### src/design/prs_pkg.sv
// Purpose: Shared constants for the receive status signalling block
// Assumes: Core clock of 125 MHz
// Notes: Mode and speed codes are strap or core driven
package prs_pkg;
   // Core clock
   localparam int PRS_CLK_PERIOD_NS = 8;
   // Receive clock periods per speed
   localparam int PRS_RXC_PERIOD_NS_1000 = 8;
   localparam int PRS_RXC_PERIOD_NS_100 = 40;
   localparam int PRS_RXC_PERIOD_NS_10 = 400;
   localparam int PRS_RXC_CYC_1000 = PRS_RXC_PERIOD_NS_1000 / PRS_CLK_PERIOD_NS;
   localparam int PRS_RXC_CYC_100 = PRS_RXC_PERIOD_NS_100 / PRS_CLK_PERIOD_NS;
   localparam int PRS_RXC_CYC_10 = PRS_RXC_PERIOD_NS_10 / PRS_CLK_PERIOD_NS;
   localparam int PRS_CNT_W = 6;
   // Cycles counted in the strap state before the address straps are caught
   localparam int PRS_STRAP_CYC = 4;
   localparam int PRS_STRAP_W = 3;
   // Buffer word layout
   localparam int PRS_NIB_W = 4;
   localparam int PRS_WORD_W = 7;
   localparam int PRS_F_DATA_LSB = 0;
   localparam int PRS_F_VALID = 4;
   localparam int PRS_F_ERR = 5;
   localparam int PRS_F_EXT = 6;
   localparam int PRS_BUF_DEPTH = 2;
   localparam logic [2:0] PRS_ADDR_RST = 3'h0;

   typedef enum logic [1:0] {
      PRS_IF_GMII = 2'b00,
      PRS_IF_RGMII = 2'b01,
      PRS_IF_MII = 2'b10
   } prs_if_t;

   typedef enum logic [1:0] {
      PRS_SPD_10 = 2'b00,
      PRS_SPD_100 = 2'b01,
      PRS_SPD_1000 = 2'b10
   } prs_speed_t;

   typedef enum logic [1:0] {
      PRS_ST_RESET = 2'b00,
      PRS_ST_STRAP = 2'b01,
      PRS_ST_RUN = 2'b10
   } prs_state_t;
endpackage

### src/design/prs_buf.sv
// Purpose: Small valid/ready buffer in the receive nibble path
// Assumes: Single clock, clock enable freezes all state
// Notes: Depth must be a power of two
`timescale 1ns/1ns
`default_nettype none
module prs_buf #(
   parameter int WIDTH = 7,
   parameter int DEPTH = 2
) (
   // Clock and reset
   input wire logic i_clk,
   input wire logic i_rst_n,
   input wire logic i_ce,
   // Fill side
   input wire logic i_valid,
   output logic o_ready,
   input wire logic [WIDTH-1:0] i_data,
   // Drain side
   output logic o_valid,
   input wire logic i_ready,
   output logic [WIDTH-1:0] o_data
);
   localparam int AW = (DEPTH > 1) ? $clog2(DEPTH) : 1;

   logic [WIDTH-1:0] mem_reg [DEPTH];
   logic [AW:0] wr_ptr_reg;
   logic [AW:0] rd_ptr_reg;

   wire [AW:0] fill_level = wr_ptr_reg - rd_ptr_reg;
   // Full when the pointers are one whole depth apart
   wire full = (fill_level == (AW+1)'(DEPTH));
   wire empty = (wr_ptr_reg == rd_ptr_reg);
   wire push = i_valid && !full && i_ce;
   wire pop = i_ready && !empty && i_ce;

   assign o_ready = !full;
   assign o_valid = !empty;
   assign o_data = mem_reg[rd_ptr_reg[AW-1:0]];

   always_ff @(posedge i_clk) begin
      if (push) begin
         mem_reg[wr_ptr_reg[AW-1:0]] <= i_data;
      end
   end

   always_ff @(posedge i_clk or negedge i_rst_n) begin
      if (!i_rst_n) begin
         wr_ptr_reg <= '0;
         rd_ptr_reg <= '0;
      end else begin
         if (push) begin
            wr_ptr_reg <= wr_ptr_reg + (AW+1)'(1);
         end
         if (pop) begin
            rd_ptr_reg <= rd_ptr_reg + (AW+1)'(1);
         end
      end
   end
endmodule
`default_nettype wire

### src/design/prs_rx_status.sv
// Purpose: Receive data and status pins of the transceiver toward the MAC
// Assumes: Core receive stream on i_clk; transmit activity from another domain
// Notes: Error, carrier and collision pins carry address straps during reset
//
// Summary of operation
// - Low receive nibble is driven toward the MAC in GMII, RGMII and MII.
// - GMII gigabit: error pin high for data error or carrier extension.
// - 10 or 100 speed, GMII or MII: error pin high only for data error.
// - Carrier sense high while transmitting or receiving, GMII and MII.
// - Full duplex: collision held low always.
// - Error, carrier, collision pins double as address bits two, one, zero.
// - Receive clock per speed; data, valid, error launched at its rising edge.
`timescale 1ns/1ns
`default_nettype none
module prs_rx_status
   import prs_pkg::*;
#(
   parameter int BUF_DEPTH = PRS_BUF_DEPTH
) (
   // Clock, reset, enable
   input wire logic i_clk,
   input wire logic i_resetn,
   input wire logic i_ce,
   // Operating mode from the core
   input wire logic [1:0] i_if_mode,
   input wire logic [1:0] i_speed,
   input wire logic i_full_duplex,
   // Transmit activity, foreign domain
   input wire logic i_tx_active,
   // Receive stream from the core
   input wire logic i_rx_carrier,
   input wire logic i_up_valid,
   output logic o_up_ready,
   input wire logic [3:0] i_up_data,
   input wire logic i_up_err,
   input wire logic i_up_ext,
   // Receive pins toward the MAC
   output logic o_rx_clk,
   output logic o_rx_launch,
   output logic [3:0] o_rxd,
   output logic o_rx_dv,
   output logic o_rx_ctl_rise,
   output logic o_rx_ctl_fall,
   // Shared error / address bit two pin
   input wire logic i_rx_er,
   output logic o_rx_er,
   output logic o_rx_er_oe,
   // Shared carrier / address bit one pin
   input wire logic i_crs,
   output logic o_crs,
   output logic o_crs_oe,
   // Shared collision / address bit zero pin
   input wire logic i_col,
   output logic o_col,
   output logic o_col_oe,
   // Caught address straps
   output logic o_phys_addr_bit_two,
   output logic o_phys_addr_bit_one,
   output logic o_phys_addr_bit_zero,
   output logic o_addr_valid
);
   // Reset release
   logic [1:0] rst_sync_reg;
   wire rst_n = rst_sync_reg[1];

   always_ff @(posedge i_clk or negedge i_resetn) begin
      if (!i_resetn) begin
         rst_sync_reg <= 2'h0;
      end else begin
         rst_sync_reg <= {rst_sync_reg[0], 1'b1};
      end
   end

   // Three-stage samplers for foreign inputs: tx activity and the three pins
   logic [3:0] s1_reg;
   logic [3:0] s2_reg;
   logic [3:0] s3_reg;
   logic [3:0] in_reg;
   logic [3:0] in_reg_next;
   wire [3:0] raw_in = {i_tx_active, i_rx_er, i_crs, i_col};

   always_ff @(posedge i_clk or negedge rst_n) begin
      if (!rst_n) begin
         s1_reg <= 4'h0;
         s2_reg <= 4'h0;
         s3_reg <= 4'h0;
         in_reg <= 4'h0;
      end else if (i_ce) begin
         s1_reg <= raw_in;
         s2_reg <= s1_reg;
         s3_reg <= s2_reg;
         in_reg <= in_reg_next;
      end
   end

   always_comb begin
      for (int k = 0; k < 4; k++) begin
         in_reg_next[k] = (s2_reg[k] == s3_reg[k]) ? s3_reg[k] : in_reg[k];
      end
   end
   wire tx_act = in_reg[3];

   // Strap phase: pins released, then address bits caught once
   prs_state_t state_reg;
   prs_state_t state_next;
   logic [PRS_STRAP_W-1:0] strap_cnt_reg;
   logic [2:0] addr_reg;
   wire strap_done = (strap_cnt_reg == PRS_STRAP_W'(PRS_STRAP_CYC));

   always_comb begin
      unique case (state_reg)
         PRS_ST_RESET: state_next = PRS_ST_STRAP;
         PRS_ST_STRAP: state_next = strap_done ? PRS_ST_RUN : PRS_ST_STRAP;
         PRS_ST_RUN: state_next = PRS_ST_RUN;
         default: state_next = PRS_ST_RESET;
      endcase
   end

   always_ff @(posedge i_clk or negedge rst_n) begin
      if (!rst_n) begin
         state_reg <= PRS_ST_RESET;
         strap_cnt_reg <= '0;
         addr_reg <= PRS_ADDR_RST;
      end else if (i_ce) begin
         state_reg <= state_next;
         if (state_reg == PRS_ST_STRAP && !strap_done) begin
            strap_cnt_reg <= strap_cnt_reg + PRS_STRAP_W'(1);
         end
         if (state_reg == PRS_ST_STRAP && strap_done) begin
            addr_reg <= in_reg[2:0];
         end
      end
   end

   wire run = (state_reg == PRS_ST_RUN);
   assign o_phys_addr_bit_two = addr_reg[2];
   assign o_phys_addr_bit_one = addr_reg[1];
   assign o_phys_addr_bit_zero = addr_reg[0];
   assign o_addr_valid = run;

   // Mode decode
   wire mode_rgmii = (i_if_mode == PRS_IF_RGMII);
   wire mode_gmii = (i_if_mode == PRS_IF_GMII);
   wire mode_mii = (i_if_mode == PRS_IF_MII);
   wire spd_giga = (i_speed == PRS_SPD_1000);

   // Receive clock divider
   logic [PRS_CNT_W-1:0] period;
   always_comb begin
      unique case (i_speed)
         PRS_SPD_1000: period = PRS_CNT_W'(PRS_RXC_CYC_1000);
         PRS_SPD_100: period = PRS_CNT_W'(PRS_RXC_CYC_100);
         default: period = PRS_CNT_W'(PRS_RXC_CYC_10);
      endcase
   end

   logic [PRS_CNT_W-1:0] rxc_cnt_reg;
   logic rx_clk_reg;
   wire launch = run && (rxc_cnt_reg >= period - PRS_CNT_W'(1));
   wire [PRS_CNT_W-1:0] rxc_cnt_next = launch ? '0 : rxc_cnt_reg + PRS_CNT_W'(1);
   wire [PRS_CNT_W-1:0] high_cyc = (period + PRS_CNT_W'(1)) >> 1;

   always_ff @(posedge i_clk or negedge rst_n) begin
      if (!rst_n) begin
         rxc_cnt_reg <= '0;
         rx_clk_reg <= 1'b0;
      end else if (i_ce && run) begin
         rxc_cnt_reg <= rxc_cnt_next;
         rx_clk_reg <= (rxc_cnt_next < high_cyc);
      end
   end
   assign o_rx_clk = rx_clk_reg;
   assign o_rx_launch = launch && i_ce;

   // Nibble buffer, drained one word per receive clock rise
   wire [PRS_WORD_W-1:0] up_word = {i_up_ext, i_up_err, i_up_valid, i_up_data};
   wire [PRS_WORD_W-1:0] buf_word;
   wire buf_valid;
   wire up_push = i_up_valid || i_up_ext || i_up_err;

   prs_buf #(
      .WIDTH(PRS_WORD_W),
      .DEPTH(BUF_DEPTH)
   ) u_buf (
      .i_clk(i_clk),
      .i_rst_n(rst_n),
      .i_ce(i_ce),
      .i_valid(up_push && run),
      .o_ready(o_up_ready),
      .i_data(up_word),
      .o_valid(buf_valid),
      .i_ready(launch),
      .o_data(buf_word)
   );

   wire take = launch && buf_valid;
   wire w_dv = take && buf_word[PRS_F_VALID];
   wire w_err = take && buf_word[PRS_F_ERR];
   wire w_ext = take && buf_word[PRS_F_EXT];
   wire [3:0] w_data = take ? buf_word[PRS_F_DATA_LSB +: PRS_NIB_W] : 4'h0;
   // Extension counts only at gigabit; below it only an error during valid data
   wire er_giga = w_err || (w_ext && !w_dv);
   wire er_low = w_err && w_dv;
   wire er_next = spd_giga ? er_giga : er_low;

   logic [3:0] rxd_reg;
   logic dv_reg;
   logic er_reg;
   logic ctl_fall_reg;

   always_ff @(posedge i_clk or negedge rst_n) begin
      if (!rst_n) begin
         rxd_reg <= 4'h0;
         dv_reg <= 1'b0;
         er_reg <= 1'b0;
         ctl_fall_reg <= 1'b0;
      end else if (i_ce && launch) begin
         rxd_reg <= w_data;
         dv_reg <= w_dv;
         er_reg <= er_next;
         ctl_fall_reg <= w_dv ^ er_next;
      end
   end

   assign o_rxd = rxd_reg;
   assign o_rx_dv = dv_reg;
   assign o_rx_ctl_rise = dv_reg;
   assign o_rx_ctl_fall = ctl_fall_reg;

   // Status pins, driven only once the straps are caught
   logic crs_reg;
   logic col_reg;
   wire crs_next = tx_act || i_rx_carrier;
   wire col_next = !i_full_duplex && tx_act && i_rx_carrier;

   always_ff @(posedge i_clk or negedge rst_n) begin
      if (!rst_n) begin
         crs_reg <= 1'b0;
         col_reg <= 1'b0;
      end else if (i_ce) begin
         crs_reg <= crs_next;
         col_reg <= col_next;
      end
   end

   wire gm = mode_gmii || mode_mii;
   assign o_rx_er = er_reg && !mode_rgmii;
   assign o_rx_er_oe = run && gm;
   assign o_crs = crs_reg;
   assign o_crs_oe = run && gm;
   assign o_col = col_reg && !i_full_duplex;
   assign o_col_oe = run && gm;
endmodule
`default_nettype wire

### config.mk
export PLATFORM = sky130hd
export DESIGN_NAME = prs_rx_status
export DESIGN_NICKNAME = d
export VERILOG_FILES = /design/src/design/prs_pkg.sv /design/src/design/prs_buf.sv /design/src/design/prs_rx_status.sv
export SDC_FILE = /design/constraint.sdc
export NUM_CORES = 1
export LEC_CHECK = 0
export BUFFER_PORTS_ARGS = -buffer_cell sky130_fd_sc_hd__buf_2
export CAP_MARGIN = 30
export CORE_ASPECT_RATIO = 0.8
export CORE_MARGIN = 2
export CORE_UTILIZATION = 30
export DETAILED_ROUTE_END_ITERATION = 10
export GPL_TIMING_DRIVEN = 0
export HOLD_SLACK_MARGIN = 0.06
export PLACE_DENSITY = 0.51
export SLEW_MARGIN = 20
export SYNTH_ARGS = -nofsm -noshare
export SYNTH_HDL_FRONTEND = slang
export SYNTH_HIERARCHICAL = 1
export SYNTH_SLANG_ARGS = --single-unit
### constraint.sdc
create_clock -name i_clk -period 2.7 [get_ports i_clk]
set_input_delay 0.405 -clock i_clk [delete_from_list [all_inputs] [get_ports i_clk]]
set_output_delay 0.405 -clock i_clk [all_outputs]
set_load 0.005 [all_outputs]
==> flow_metrics.env <==
export IMPL_status="finished clean"
export IMPL_required_ns=2.90
export IMPL_clk_latency_ns=0.32
export IMPL_cp_cell_sequence="buf_2, inv_1, ha_4, inv_2, ha_4, nand4_4, o221a_2, buf_6, nor2_4, buf_4, nor2_1, ha_1, nand4_1, a31oi_1, o21ai_1"
export IMPL_htree_levels=3
export IMPL_initial_utilization=0.305
export IMPL_slowest_stage="o221a_2"
export IMPL_place_ws_ns=-0.329
export IMPL_critPathLaunchType="primary input"
export IMPL_antenna_found_initial=0
export IMPL_fmax_mhz=394
export IMPL_dp_cells=411
export IMPL_synth_simple_gate_area_frac=0.110
export IMPL_path_class="in -> reg"
export IMPL_critPathMaxStageDelay_ns=0.31
export IMPL_cp_num_buf_inv=5
export IMPL_cts_tree="yes"
export IMPL_routedWlPerCell_um=13.6
export IMPL_ios=40
export IMPL_rsz0062_at_grt="no"
export IMPL_synth_distinct_cells=46
export IMPL_drt_total_wl_um=5850
export IMPL_grt_use_total=0.120
export IMPL_port_buffer_count=39
export IMPL_power_per_cell_area_mw_per_mm2=995
export IMPL_met1_usage=0.163
export IMPL_skew_ns=0.00734
export IMPL_postSynth_asyncResetShare=0.767
export IMPL_tightest_slew_ns=0.849
export IMPL_crit_fanout=10
export IMPL_grt_ovfl_total=0
export IMPL_p_leak_nw=1.63
export IMPL_cp_arrival_ns=2.74
export IMPL_finalNonFillerCells=431
export IMPL_synthXorXnorAreaFrac=0.0240
export IMPL_dieHeight_um=92.3
export IMPL_drtPass1Iterations=4
export IMPL_cts_buffers=9
export IMPL_cts_sinks=60
export IMPL_vias=2047
export IMPL_synth_edf_count=14
export IMPL_synth_compound_area_frac=0.126
export IMPL_yosys_warnings=6
export IMPL_num_antenna_cells=0
export IMPL_rows=32
export IMPL_hpwl_um=4210
export IMPL_largest_register_ffs=14
export IMPL_use_met3=0.0390
export IMPL_synth_fa_ha_area_frac=0.0600
export IMPL_gp_congestion=0.709
export IMPL_drc=0
export IMPL_area_delta_synth_final_pct=27.5
export IMPL_viasPerCell=4.75
export IMPL_syn_inst=250
export IMPL_synth_top_family_by_area="compound AO/OA/AOI/OAI gates"
export IMPL_syn_avg_cell_area_um2=11.7
export IMPL_cts_max_path_buffers=2
export IMPL_cts_root_buf="clkbuf_16"
export IMPL_ys_flop_type="dfrtp_1"
export IMPL_yosysSeqAreaShare=0.538
export IMPL_worstHoldPathType="reg -> async"
export IMPL_period_minus_slack_ns=2.54
export IMPL_relSlewSlack=0.434
export IMPL_whs_ns=0.198
export IMPL_cpMostUsedCell="ha_4"
export IMPL_fin_crit_sh=0.940
export IMPL_worst_ir_drop_vdd_v=0.000349
export IMPL_grt_pass1_vias=1974
export IMPL_setup_violations=0
export IMPL_fill_cells=941
export IMPL_cts_clk_slew_worst_paths_ns=0.05
export IMPL_grt_pass1_wl_um=9690
export IMPL_use_met2=0.177
export IMPL_core_mm2=0.00957
export IMPL_drive_gt1_frac=0.353
export IMPL_die_w_um=114
export IMPL_ant_nets=0
export IMPL_mappedNetlistArea_mm2=0.00292
export IMPL_ys_ff_latch=60
export IMPL_cp_end_kind="flop"
export IMPL_grt_busiest_layer="met2"
export IMPL_fin_nets=341
export IMPL_critPathTopFamily="adder cells"
export IMPL_maxCapViolCount=0
export IMPL_die_area_mm2=0.0105
export IMPL_hold_viol=0
export IMPL_grt_max_degree=29
export IMPL_drv_slew=0
export IMPL_drtIter0Drc=89
export IMPL_layout_setup_ws_ns=0.161
export IMPL_muxShareOfSynthArea=0.0955
-- area by class of cell --
class	instances	area, um2	share of cell area
repair buffers	44	248	0.0665
inverters	19	71.3	0.0192
clock inverters	4	72.6	0.0195
multi-input cells	164	1290	0.347
clock buffers	12	256	0.0689
plain buffers	9	60.1	0.0161
well taps	119	149	0.0400
flip-flops and latches	60	1580	0.423
-- cells in the mapped netlist, types with 2 or more instances --
library cell	n	area share
nor3_1	2	0.0034
buf_2	3	0.0051
a2bb2oi_1	2	0.0060
o21ai_0	16	0.027
nand2_1	19	0.024
mux2i_1	2	0.0069
ha_1	14	0.060
buf_4	4	0.010
nor2_1	10	0.013
a21oi_1	14	0.024
a21o_1	3	0.0077
mux2_2	23	0.089
o21ai_1	6	0.010
inv_1	19	0.024
xor2_1	3	0.0090
nor3b_2	2	0.0086
o2bb2ai_1	6	0.018
nor2_4	2	0.0077
xnor2_1	5	0.015
edfxtp_1	14	0.14
nand3_1	10	0.017
dfrtp_1	46	0.39
o211ai_1	2	0.0051
-- cell usage in the layout (no fill, tap or decap), drive strengths merged, types with 2 or more instances in the layout --
| master | instances |
|---|---|
| ha | 14 |
| mux2 | 23 |
| o31ai | 2 |
| clkbuf | 13 |
| bufinv | 2 |
| o21ai | 22 |
| nor2 | 12 |
| inv | 19 |
| nand2 | 21 |
| a2bb2oi | 2 |
| xor2 | 3 |
| dfrtp | 46 |
| o211ai | 2 |
| nor3b | 2 |
| xnor2 | 5 |
| nor3 | 3 |
| nand4 | 2 |
| nand3 | 11 |
| edfxtp | 14 |
| mux2i | 2 |
| conb | 3 |
| o2bb2ai | 6 |
| buf | 51 |
| a21oi | 14 |
| a21o | 3 |
-- worst paths after layout --
check | startpoint | to | slack, ns | depth (start not counted)
max | i_speed[0] | o_rx_clk$_DFFE_PN0P_ | 0.16 | 15
min | rst_sync_reg[1]$_DFF_PN0_ | addr_reg[0]$_DFFE_PN0P_ | 0.20 | 0
max reg2reg | rxc_cnt_reg[2]$_DFFE_PN0P_ | o_rx_clk$_DFFE_PN0P_ | 0.20 | 11
min reg2reg | rst_sync_reg[1]$_DFF_PN0_ | addr_reg[0]$_DFFE_PN0P_ | 0.20 | 0
max in group asynchronous | rst_sync_reg[1]$_DFF_PN0_ | rxc_cnt_reg[3]$_DFFE_PN0P_ | 2.00 | 1
min in group i_clk | i_up_data[3] | u_buf/mem_reg[1][3]$_DFFE_PP_ | 0.27 | 1
-- repair_timing --
action                                 4_1_cts  5_1_grt
setup buffers                                0        3
setup endpoints to repair                    0        1
gates resized for setup                      0        9
endpoints found under the hold margin        2        0
hold buffers                                 1        0
-- metrics by stage --
step	util	power, mW	area, um2	setup TNS [ns]
after global routing	0.389	3.95	3720	0
after global placement	0.342	2.40	3270	-0.341
after CTS	0.380	3.70	3630	0
after floorplan	-	2.10	2930	0
after detailed placement	0.344	2.43	3290	-0.329
final	0.389	3.70	3720	0
-- layer usage --
layer | part of all wire | wire length, um
met5 | 0 | 0
met4 | 0.013 | 79
met3 | 0.056 | 330
met2 | 0.44 | 2600
met1 | 0.48 | 2840
-- cell families after synthesis --
group	Yosys count
AO/OA/AOI/OAI	56
XOR/XNOR	8
adder cells (fa/ha/maj)	14
buffers and inverters	28
flip-flops	60
multiplexers	25
other	1
AND/OR/NAND/NOR	58
-- where the power goes --
group / switching (mW) / leakage (nW) / internal (mW)
combinational: 0.528 / 0.794 / 0.543
sequential: 0.225 / 0.677 / 1.17
clock: 0.384 / 0.159 / 0.856
total: 1.14 / 1.63 / 2.57
No activity file was read; power rests on OpenSTA's default activity.
